## config.mk

```make
export PLATFORM = sky130hd
export DESIGN_NAME = pisx_store_exec
export DESIGN_NICKNAME = d
export VERILOG_FILES = /design/src/pisx_pkg.sv /design/src/pisx_pshift.sv /design/src/pisx_store_exec.sv
export SDC_FILE = /design/constraint.sdc
export NUM_CORES = 1
export LEC_CHECK = 0
export BUFFER_PORTS_ARGS = -buffer_cell sky130_fd_sc_hd__buf_2
export CORE_ASPECT_RATIO = 0.9
export CORE_MARGIN = 1.5
export CORE_UTILIZATION = 24
export DETAILED_ROUTE_END_ITERATION = 16
export GPL_TIMING_DRIVEN = 0
export PLACE_DENSITY = 0.49
export RECOVER_POWER = 100
export SYNTH_ARGS = -nofsm -noshare
export SYNTH_HDL_FRONTEND = slang
export SYNTH_SLANG_ARGS = --single-unit
```

## constraint.sdc

```tcl
create_clock -name clk_i -period 4.4 [get_ports clk_i]
set_input_delay 0.44 -clock clk_i [delete_from_list [all_inputs] [get_ports clk_i]]
set_output_delay 0.44 -clock clk_i [all_outputs]
set_load 0.005 [all_outputs]
```

## src/pisx_pkg.sv

```systemverilog
// package: opcodes, shift modes, timing constants and carrier types for the product/immediate store unit
package pisx_pkg;

  // ==========================================================
  // opcode decode
  localparam logic [7:0] OPC_UPPER = 8'h8d;
  localparam logic [7:0] OPC_LOWER = 8'h8c;
  localparam logic [7:0] OPC_IMM = 8'hae;
  localparam int OPC_HI = 15;
  localparam int OPC_LO = 8;
  localparam int IND_BIT = 7;
  localparam int NXT_BIT = 3;
  localparam int DMA_W = 7;
  localparam int AUX_W = 3;
  localparam int DP_W = 9;
  localparam int WORD_W = 16;
  localparam int PROD_W = 32;

  // ==========================================================
  // product shift modes
  localparam logic [1:0] PM_NONE = 2'h0;
  localparam logic [1:0] PM_LEFT1 = 2'h1;
  localparam logic [1:0] PM_LEFT4 = 2'h2;
  localparam logic [1:0] PM_RIGHT6 = 2'h3;
  localparam int SHL_A = 1;
  localparam int SHL_B = 4;
  localparam int SHR = 6;

  // ==========================================================
  // program counter steps and cycle figures
  localparam logic [1:0] PC_STEP_ONE = 2'h1;
  localparam logic [1:0] PC_STEP_TWO = 2'h2;
  localparam int CNT_W = 16;
  localparam int WS_W = 4;
  localparam logic [CNT_W-1:0] EXT_ITER_BASE = 16'h0002;
  localparam logic [CNT_W-1:0] EXT_CODE_BASE = 16'h0002;
  localparam logic [CNT_W-1:0] SHARED_SINGLE = 16'h0001;
  localparam logic [CNT_W-1:0] SHARED_RPT = 16'h0002;
  localparam logic [CNT_W-1:0] INT_ITER = 16'h0001;

  typedef enum logic [1:0] {PISX_OP_NONE, PISX_OP_UPPER, PISX_OP_LOWER, PISX_OP_IMM} pisx_op_t;
  typedef enum logic [1:0] {PISX_IDLE, PISX_FETCH, PISX_OVER, PISX_ITER} pisx_state_t;

  typedef struct packed {
    logic [WORD_W-1:0] addr;
    logic [WORD_W-1:0] data;
  } pisx_mem_wr_t;

endpackage : pisx_pkg

```

## src/pisx_pshift.sv

```systemverilog
// product scaler: shifts the product register as the shift select asks
`timescale 1ns/1ps
module pisx_pshift (
  input wire logic [pisx_pkg::PROD_W-1:0] product_register_i,
  input wire logic [1:0] product_shift_select_i,
  output logic [pisx_pkg::PROD_W-1:0] shifted_o
);
  always_comb begin
    unique case (product_shift_select_i)
      pisx_pkg::PM_NONE: shifted_o = product_register_i;
      pisx_pkg::PM_LEFT1: shifted_o = product_register_i << pisx_pkg::SHL_A;
      pisx_pkg::PM_LEFT4: shifted_o = product_register_i << pisx_pkg::SHL_B;
      pisx_pkg::PM_RIGHT6: shifted_o = $signed(product_register_i) >>> pisx_pkg::SHR;
    endcase
  end
endmodule : pisx_pshift

```

## src/pisx_store_exec.sv

```systemverilog
// decode and execute of the product-upper, product-lower and immediate-word stores
`timescale 1ns/1ps
// Contract
// - opcode 8d hi byte is product-upper store; bit 7 picks direct or indirect.
// - opcode 8c hi byte is product-lower store; indirect may load next aux pointer.
// - opcode ae hi byte is two-word immediate store; program counter steps two.
// - product-upper store writes shifter bits 31..16.
// - product-lower store writes shifter bits 15..0.
// - product stores leave product register and accumulator untouched.
// - right-six mode sign-fills the upper half's top bits.
// - left modes fill upper half's low bits from the lower half's top bits.
// - right-six mode fills lower half's top bits from upper half's low bits.
// - left modes zero-fill lower half's low bits.
// - immediate store writes the constant; accumulator and status untouched.
// - immediate store ignores single repeat and runs once.
// - single product store: 1, 2 shared, 2+d external, 4+d+p code external.
// - repeated product store: n, n+2 shared, 2n+nd external.
// - immediate store: 2, 3 shared, 3+d external, 5+d+2p code external.
// - shift select: 00 none, 01 left one, 10 left four, 11 right six.
module pisx_store_exec #(
  parameter int CNT_W = pisx_pkg::CNT_W,
  parameter int WS_W = pisx_pkg::WS_W
) (
  input wire logic clk_i,
  input wire logic rst_b_i,
  input wire logic insn_valid_i,
  input wire logic [15:0] insn_word_i,
  input wire logic [pisx_pkg::DP_W-1:0] page_pointer_i,
  input wire logic [15:0] ind_addr_i,
  input wire logic [CNT_W-1:0] single_repeat_i,
  input wire logic [31:0] product_register_i,
  input wire logic [1:0] product_shift_select_i,
  input wire logic operand_ext_i,
  input wire logic code_ext_i,
  input wire logic shared_single_access_ram_i,
  input wire logic [WS_W-1:0] data_wait_i,
  input wire logic [WS_W-1:0] prog_wait_i,
  input wire logic [15:0] prog_data_i,
  input wire logic prog_valid_i,
  output logic ready_o,
  output logic busy_o,
  output logic prog_req_o,
  output logic dmem_we_o,
  output pisx_pkg::pisx_mem_wr_t dmem_wr_o,
  output logic ind_step_o,
  output logic done_o,
  output logic [1:0] pc_step_o,
  output logic aux_load_o,
  output logic [pisx_pkg::AUX_W-1:0] next_aux_pointer_o
);

  // ==========================================================
  // decode
  function automatic pisx_pkg::pisx_op_t decode_op(input logic [15:0] w);
    unique case (w[pisx_pkg::OPC_HI:pisx_pkg::OPC_LO])
      pisx_pkg::OPC_UPPER: decode_op = pisx_pkg::PISX_OP_UPPER;
      pisx_pkg::OPC_LOWER: decode_op = pisx_pkg::PISX_OP_LOWER;
      pisx_pkg::OPC_IMM: decode_op = pisx_pkg::PISX_OP_IMM;
      default: decode_op = pisx_pkg::PISX_OP_NONE;
    endcase
  endfunction : decode_op

  function automatic logic [CNT_W-1:0] wx(input logic [WS_W-1:0] v);
    wx = CNT_W'(v);
  endfunction : wx

  pisx_pkg::pisx_op_t dec_op;
  logic issue;
  logic [CNT_W-1:0] over_d, iter_cost_d, n_d;
  assign dec_op = decode_op(insn_word_i);
  assign issue = ready_o && insn_valid_i && (dec_op != pisx_pkg::PISX_OP_NONE);

  // startup overhead and per-iteration cost per memory placement
  always_comb begin
    iter_cost_d = operand_ext_i ? pisx_pkg::EXT_ITER_BASE + wx(data_wait_i) : pisx_pkg::INT_ITER;
    n_d = (single_repeat_i == '0) ? CNT_W'(1) : single_repeat_i;
    if (dec_op == pisx_pkg::PISX_OP_IMM) begin
      n_d = CNT_W'(1);
      if (code_ext_i) begin
        over_d = (operand_ext_i ? pisx_pkg::EXT_CODE_BASE : '0) + wx(prog_wait_i) + wx(prog_wait_i);
      end else begin
        over_d = (shared_single_access_ram_i && !operand_ext_i) ? pisx_pkg::SHARED_SINGLE : '0;
      end
    end else if (code_ext_i) begin
      over_d = (operand_ext_i ? pisx_pkg::EXT_CODE_BASE : '0) + wx(prog_wait_i);
    end else if (shared_single_access_ram_i && !operand_ext_i) begin
      over_d = (n_d == CNT_W'(1)) ? pisx_pkg::SHARED_SINGLE : pisx_pkg::SHARED_RPT;
    end else begin
      over_d = '0;
    end
  end

  // ==========================================================
  // sequencer
  pisx_pkg::pisx_state_t st_q;
  pisx_pkg::pisx_op_t op_q;
  logic [15:0] word_q, imm_q, daddr_q;
  logic [CNT_W-1:0] over_q, cost_q, cyc_q, iter_q;
  logic last_cyc;
  assign last_cyc = (st_q == pisx_pkg::PISX_ITER) && (cyc_q == CNT_W'(1));

  always_ff @(posedge clk_i or negedge rst_b_i) begin
    if (!rst_b_i) begin
      st_q <= pisx_pkg::PISX_IDLE;
      cyc_q <= '0;
      iter_q <= '0;
    end else begin
      unique case (st_q)
        pisx_pkg::PISX_IDLE: if (issue) begin
          iter_q <= n_d;
          if (dec_op == pisx_pkg::PISX_OP_IMM) begin
            st_q <= pisx_pkg::PISX_FETCH;
          end else if (over_d != '0) begin
            st_q <= pisx_pkg::PISX_OVER;
            cyc_q <= over_d;
          end else begin
            st_q <= pisx_pkg::PISX_ITER;
            cyc_q <= iter_cost_d;
          end
        end
        pisx_pkg::PISX_FETCH: if (prog_valid_i) begin
          st_q <= (over_q != '0) ? pisx_pkg::PISX_OVER : pisx_pkg::PISX_ITER;
          cyc_q <= (over_q != '0) ? over_q : cost_q;
        end
        pisx_pkg::PISX_OVER: begin
          if (cyc_q == CNT_W'(1)) begin
            st_q <= pisx_pkg::PISX_ITER;
            cyc_q <= cost_q;
          end else begin
            cyc_q <= cyc_q - CNT_W'(1);
          end
        end
        pisx_pkg::PISX_ITER: begin
          if (cyc_q != CNT_W'(1)) begin
            cyc_q <= cyc_q - CNT_W'(1);
          end else if (iter_q == CNT_W'(1)) begin
            st_q <= pisx_pkg::PISX_IDLE;
          end else begin
            iter_q <= iter_q - CNT_W'(1);
            cyc_q <= cost_q;
          end
        end
      endcase
    end
  end

  // instruction capture; direct address is page pointer joined to the 7-bit offset
  always_ff @(posedge clk_i or negedge rst_b_i) begin
    if (!rst_b_i) begin
      op_q <= pisx_pkg::PISX_OP_NONE;
      word_q <= '0;
      daddr_q <= '0;
      over_q <= '0;
      cost_q <= '0;
      pc_step_o <= '0;
    end else if (issue) begin
      op_q <= dec_op;
      word_q <= insn_word_i;
      daddr_q <= {page_pointer_i, insn_word_i[pisx_pkg::DMA_W-1:0]};
      over_q <= over_d;
      cost_q <= iter_cost_d;
      pc_step_o <= (dec_op == pisx_pkg::PISX_OP_IMM) ? pisx_pkg::PC_STEP_TWO : pisx_pkg::PC_STEP_ONE;
    end
  end

  always_ff @(posedge clk_i or negedge rst_b_i) begin
    if (!rst_b_i) begin
      imm_q <= '0;
    end else if (st_q == pisx_pkg::PISX_FETCH && prog_valid_i) begin
      imm_q <= prog_data_i;
    end
  end

  // ==========================================================
  // data path: product is only read, never written back
  logic [31:0] shifted;
  logic indirect;
  pisx_pshift u_pshift (
    .product_register_i(product_register_i),
    .product_shift_select_i(product_shift_select_i),
    .shifted_o(shifted)
  );
  assign indirect = word_q[pisx_pkg::IND_BIT];

  always_comb begin
    dmem_wr_o.addr = indirect ? ind_addr_i : daddr_q;
    unique case (op_q)
      pisx_pkg::PISX_OP_UPPER: dmem_wr_o.data = shifted[31:16];
      pisx_pkg::PISX_OP_LOWER: dmem_wr_o.data = shifted[15:0];
      default: dmem_wr_o.data = imm_q;
    endcase
  end

  assign ready_o = (st_q == pisx_pkg::PISX_IDLE);
  assign busy_o = !ready_o;
  assign prog_req_o = (st_q == pisx_pkg::PISX_FETCH);
  assign dmem_we_o = last_cyc;
  assign ind_step_o = last_cyc && indirect;
  assign done_o = last_cyc && (iter_q == CNT_W'(1));
  assign aux_load_o = done_o && indirect && word_q[pisx_pkg::NXT_BIT];
  assign next_aux_pointer_o = word_q[pisx_pkg::AUX_W-1:0];
endmodule : pisx_store_exec

```

==> Word-level counts from Yosys, hierarchy flattened <==
Index checks and enable logic that the tools add are counted.
{ "op_classes": {"addsub": 5, "n_eq_ne": 24, "mux": 37, "reduce_logical": 21} }
{ "ops": {"columns": ["operator", "n"], "rows": [
  ["$mux W16", 16],
  ["$pmux W32 S4", 1],
  ["$pmux W16 S2", 2],
  ["$pmux W16 S4", 1],
  ["$eq A16 B1 Y1 const B", 3],
  ["$reduce_bool A16 Y1", 2],
  ["$sub A16 B1 Y16 const B", 2],
  ["$eq A8 B8 Y1 const B", 3],
  ["$mux W2", 10],
  ["$add A16 B4 Y16", 1],
  ["$logic_not A16 Y1", 1],
  ["$ne A16 B1 Y1 const B", 1],
  ["$eq A2 B2 Y1 const B", 6],
  ["$mux W5", 2],
  ["$ne A2 B2 Y1 const B", 5],
  ["$logic_and A1 B1 Y1", 9],
  ["$pmux W2 S4", 1],
  ["$reduce_and A4 Y1", 2],
  ["$eq A2 B1 Y1 const B", 3],
  ["$pmux W2 S3", 1],
  ["$add A2 B4 Y5", 1],
  ["$add A2 B4 Y5 const A", 1],
  ["$reduce_and A5 Y1", 1],
  ["$logic_not A2 Y1", 2],
  ["other kinds (5)", 10]
]} }
{ "word_totals": {"register_bits": 110, "in_bits": 122, "wordCells": 97} }

==> Logic depth before layout (Yosys ltp) <==
{ "depth": {"depth_word": 12, "mapped_depth": 11, "depth_no_buf": 11} }

==> By module <==
Synthesis repeated with hierarchy kept, for this count alone.
{ "unflattened": {"cells_unflattened": 653, "hier_area_um2": 6145.9} }
{ "modules_own_cells": {"columns": ["module", "instances", "cells_per_inst", "area_each_um2"], "rows": [
  ["pisx_store_exec", 1, 603, 5320.1],
  ["pisx_pshift", 1, 50, 825.8]
]} }

==> Worst setup path before layout <==
No wires, ideal clock.
{ "synth_path": {"path_type": "in2out", "startpoint": "in product_shift_select_i[1]", "endpoint": "out dmem_wr_o[14] in the netlist's numbering", "t_arrival_ns": 2.067, "required_time_ns": 3.960, "setup_slack_ns": 1.893, "stages": 6, "path_cell_list": "clkbuf_1 > buf_1 > buf_2 > mux4_2 > a22oi_1 > o21ai_0"} }
{ "synth_lines": {"columns": ["item", "line", "rtl"], "rows": [
  ["start: declaration", "pisx_store_exec.sv:32", "input wire logic [1:0] product_shift_select_i,"],
  ["end: declaration", "pisx_store_exec.sv:44", "output pisx_pkg::pisx_mem_wr_t dmem_wr_o,"]
]} }

==> Worst setup path in the final report <==
{ "layout_path": {"startpoint": "reg st_q[0]", "endpoint": "reg cyc_q[5]"} }
{ "layout_via": {"elab_chain_len": 5, "elab_cells_between_ends": 12} }
{ "layout_lines": {"columns": ["item", "line", "rtl"], "rows": [
  ["start: declaration", "pisx_store_exec.sv:95", "pisx_pkg::pisx_state_t st_q;"],
  ["start signal: assignment", "pisx_store_exec.sv:104", "st_q <= pisx_pkg::PISX_IDLE;"],
  ["start signal: assignment", "pisx_store_exec.sv:112", "st_q <= pisx_pkg::PISX_FETCH;"],
  ["start signal: assignment", "pisx_store_exec.sv:114", "st_q <= pisx_pkg::PISX_OVER;"],
  ["$logic_not A2 Y1", "pisx_store_exec.sv:108, pisx_store_exec.sv:194", null],
  ["$logic_and A1 B1 Y1 (2 in series)", "pisx_store_exec.sv:71", "assign issue = ready_o && insn_valid_i && (dec_op != pisx_pkg::PISX_OP_NONE);"],
  ["$ne A2 B1 Y1 (no source line)", null, null],
  ["$reduce_and A4 Y1 (no source line)", null, null],
  ["end signal: assignment", "pisx_store_exec.sv:115", "cyc_q <= over_d;"],
  ["end signal: assignment", "pisx_store_exec.sv:118", "cyc_q <= iter_cost_d;"],
  ["end signal: assignment", "pisx_store_exec.sv:123", "cyc_q <= (over_q != '0) ? over_q : cost_q;"],
  ["end: declaration", "pisx_store_exec.sv:98", "logic [CNT_W-1:0] over_q, cost_q, cyc_q, iter_q;"]
]} }
Parallel ways exist; a longest one is shown, timed or not.
A chain may end at the register's enable or synchronous reset.

==> results_dict.tcl <==
set metrics [dict create \
    outcome "complete, but fails checks" \
    violations "capacitance limit, slew limit" \
    grt_pass1_vias 5577 \
    wl_mm 20.35 \
    avgViaCountPerCell 4.948 \
    initial_core_util_pct 24.62 \
    synthArstFlopShare_pct 100.0 \
    drive_gt1_share_pct 25.66 \
    path_buf_inv 3 \
    synth_edf_count 0 \
    cts-root-buf "clkbuf_16" \
    detailed_place_hpwl_mm 15.71 \
    drc 0 \
    num_rows 54 \
    cts_buffer_depth 2 \
    placed_area_um2 7287 \
    core_um2 24460 \
    fp.dieArea_um2 26050 \
    grt_max_degree 51 \
    synth_area_leaders "dfrtp_1 34%, nand2_1 7.0%, mux2_2 6.4%" \
    critPathLaunchType "flop" \
    ys_types 67 \
    critPathMaxStageDelay_ps 640 \
    min_path_type "primary input to flop" \
    synth_seq_cells 82 \
    critPathRequiredTime_ps 4650 \
    place.gp.congestion 0.9086 \
    crit_path_max_fanout 10 \
    tns_ps 0 \
    critPathTopFamily "compound AO/OA/AOI/OAI gates" \
    m1WireLength_mm 9.591 \
    slew_violations 34 \
    place_ws_ps 1198 \
    first_iter_violations 510 \
    top_layer "met5" \
    met2WireLength_mm 9.223 \
    first_pass_iters 5 \
    endpoint_kind "flop" \
    die_x_um 170.0 \
    grt_antenna_before_repair 1 \
    p_per_area_nw_per_um2 507.6 \
    cts-buffers-inserted 9 \
    io_buffer_count 163 \
    criticalPathCategory "flop to flop" \
    vias 5943 \
    synth_top_area_share_pct 34.08 \
    diodes 0 \
    multi_input_area_um2 3654 \
    cts_tree "built" \
    regArea_um2 2052 \
    drv_cap 1 \
    cts_resized 0 \
    setup_violations 0 \
    finClkSkew_ps 8.441 \
    syn-cell-area_um2 6021 \
    slew_headroom_pct -25.24 \
    fin_area_um2 7486 \
    ys_seq_area_share_pct 34.08 \
    cp_cell_sequence "inv_1 -> ha_1 -> and2_0 -> o2111a_1 -> clkbuf_1 -> a21oi_1 -> a211oi_1 -> clkbuf_1 -> a31oi_1 -> a22o_1" \
    grt_pass1_wl_mm 31.93 \
    areaGrowthSynthToFinish_pct 24.34 \
    fill_cells 2729 \
    fin_nets 999 \
    total_power_mw 3.800 \
    die-height_um 153.3 \
    cp_common_cell "clkbuf_1" \
    wl_per_cell_um 16.94 \
    yosysTopAreaCell "dfrtp_1" \
    cts_hold_buf 0 \
    syn-mean-instance-area_um2 8.789 \
    worst_slack_ps 959.1 \
    clock.fmax_mhz 290.6 \
    vdd_drop_max_mv 0.1969 \
    synth_cells 685 \
    worst_slew_pin_slew_ps 1879 \
    p_leak_nw 3.304 \
    insertion_delay_ps 350 \
    crit_path_top_delay_cell "a211oi_1" \
    cts.sinks 82 \
    crit_arrival_ps 3690 \
    track_usage_pct 15.68 \
    syn_nets 824 \
    final_hold_viol_count 0 \
    ys.flop_type "dfrtp_1" \
    clkTransAtPathRegs_ps 70 \
    post-route-period-util_pct 78.20 \
    rsz0062_at_grt "no" \
    ys.warnings.count 0 \
    period_needed_ps 3441 \
    htreeDepth 3 \
    met3_length_mm 1.273 \
    post_cts_buffers 0 \
    ant_nets 0 \
    overflow 0 \
    pin_count 166 \
]
==> worst paths after layout <==
kind / start / endpoint / slack, ps / cells after the start
setup / recovery: st_q[0]$_DFFE_PN0P_ / cyc_q[5]$_DFFE_PN0P_ / 960 / 10
hold / removal: page_pointer_i[0] / daddr_q[7]$_DFFE_PN0P_ / 280 / 3
setup reg to reg: st_q[0]$_DFFE_PN0P_ / cyc_q[5]$_DFFE_PN0P_ / 960 / 10
hold reg to reg: daddr_q[11]$_DFFE_PN0P_ / daddr_q[11]$_DFFE_PN0P_ / 470 / 2
max in group asynchronous: rst_b_i / iter_q[8]$_DFFE_PN0P_ / 1610 / 2
min in group asynchronous: rst_b_i / word_q[2]$_DFFE_PN0P_ / 600 / 1
==> flip-flops by register name, summed over array words and instances (netlist names) <==
name / count
imm_q: 16
cost_q: 5
op_q: 2
cyc_q: 16
word_q: 8
over_q: 6
st_q: 2
pc_step_o: 2
daddr_q: 9
iter_q: 16
==> per-stage QoR <==
stage / hold WS (ps) / std cells / util [%]
after floorplan: 144.4 / 685 / -
after global placement: 447.6 / 1184 / 29.67
after detailed placement: 444.2 / 1185 / 29.79
after CTS: 65.29 / 1201 / 31.04
after global routing: 274.3 / 1201 / 30.61
final: 275.4 / 1201 / 30.61
==> cell type report <==
class	instances	area share, %
plain buffers	45	2.440
clock buffers	9	3.009
clock inverters	7	1.070
inverters	21	1.053
multi-input cells	537	48.80
flip-flops and latches	82	27.41
well taps	336	5.616
repair buffers	164	10.60
==> report_power, final <==
group / switching (mW) / internal, mW
Clock: 0.356 / 0.449
Sequential: 0.210 / 0.992
Combinational: 1.05 / 0.740
Total: 1.62 / 2.18
==> Yosys cell counts (7+ instances only) <==
cell type    n
o21ai_1     11
and3_1      10
a211oi_1     8
nor2b_1      9
xnor2_1     12
ha_1        17
nor4_1      11
clkbuf_1    31
xor2_1      10
mux4_2      17
mux2_2      34
a21oi_1     42
a221oi_1    12
dfrtp_1     82
or3_1        8
a22oi_1     12
mux2i_1     10
nor2_1      39
nand2_1    112
nor3_1      19
inv_1       20
o31ai_1      7
nand3_1     19
o21ai_0     40
==> logic make-up after synthesis <==
family | after synthesis | synth area share, %
adders and majority gates | 17 | 3.533
and+or+nand+nor | 267 | 22.05
AOI/OAI and AO/OA | 170 | 18.20
buffers and inverters | 66 | 4.551
DFF | 82 | 34.08
muxes | 61 | 14.38
xor gates and xnor gates | 22 | 3.200
==> cells in the final DEF (no fill, tap or decap), types with 4 or more instances in the layout <==
| cell type | n |
|---|---|
| nor4_1 | 13 |
| xnor2_1 | 12 |
| nor3_1 | 20 |
| dfrtp_1 | 82 |
| xor2_1 | 10 |
| a221oi_1 | 12 |
| clkbuf_16 | 9 |
| o21ai_1 | 5 |
| o31ai_1 | 7 |
| inv_1 | 20 |
| clkbuf_1 | 60 |
| o22ai_1 | 5 |
| a211oi_1 | 9 |
| mux2i_1 | 10 |
| nand2_1 | 112 |
| or4_1 | 4 |
| buf_2 | 143 |
| nor2b_1 | 9 |
| nor2_1 | 40 |
| nand4_1 | 6 |
| mux2_2 | 34 |
| a21oi_1 | 43 |
| ha_1 | 17 |
| mux4_2 | 17 |
| nand3_1 | 19 |
| or3_1 | 8 |
| and3_1 | 10 |
| a22oi_1 | 12 |
| o21ai_0 | 46 |
==> layer usage <==
| metal | track usage (%) | vias to the layer above |
|---|---|---|
| met5 | 0 | - |
| met4 | 3.708 | 2 |
| met3 | 3.211 | 19 |
| met2 | 24.32 | 203 |
| met1 | 22.21 | 2842 |
| li1 | - | 2877 |
==> worst min-delay path, cell delays in order <==
cell and delay (ps):
buf_2 70, nand2_1 40, nand2_1 50
Note: power is estimated with default switching activity, not from simulation.
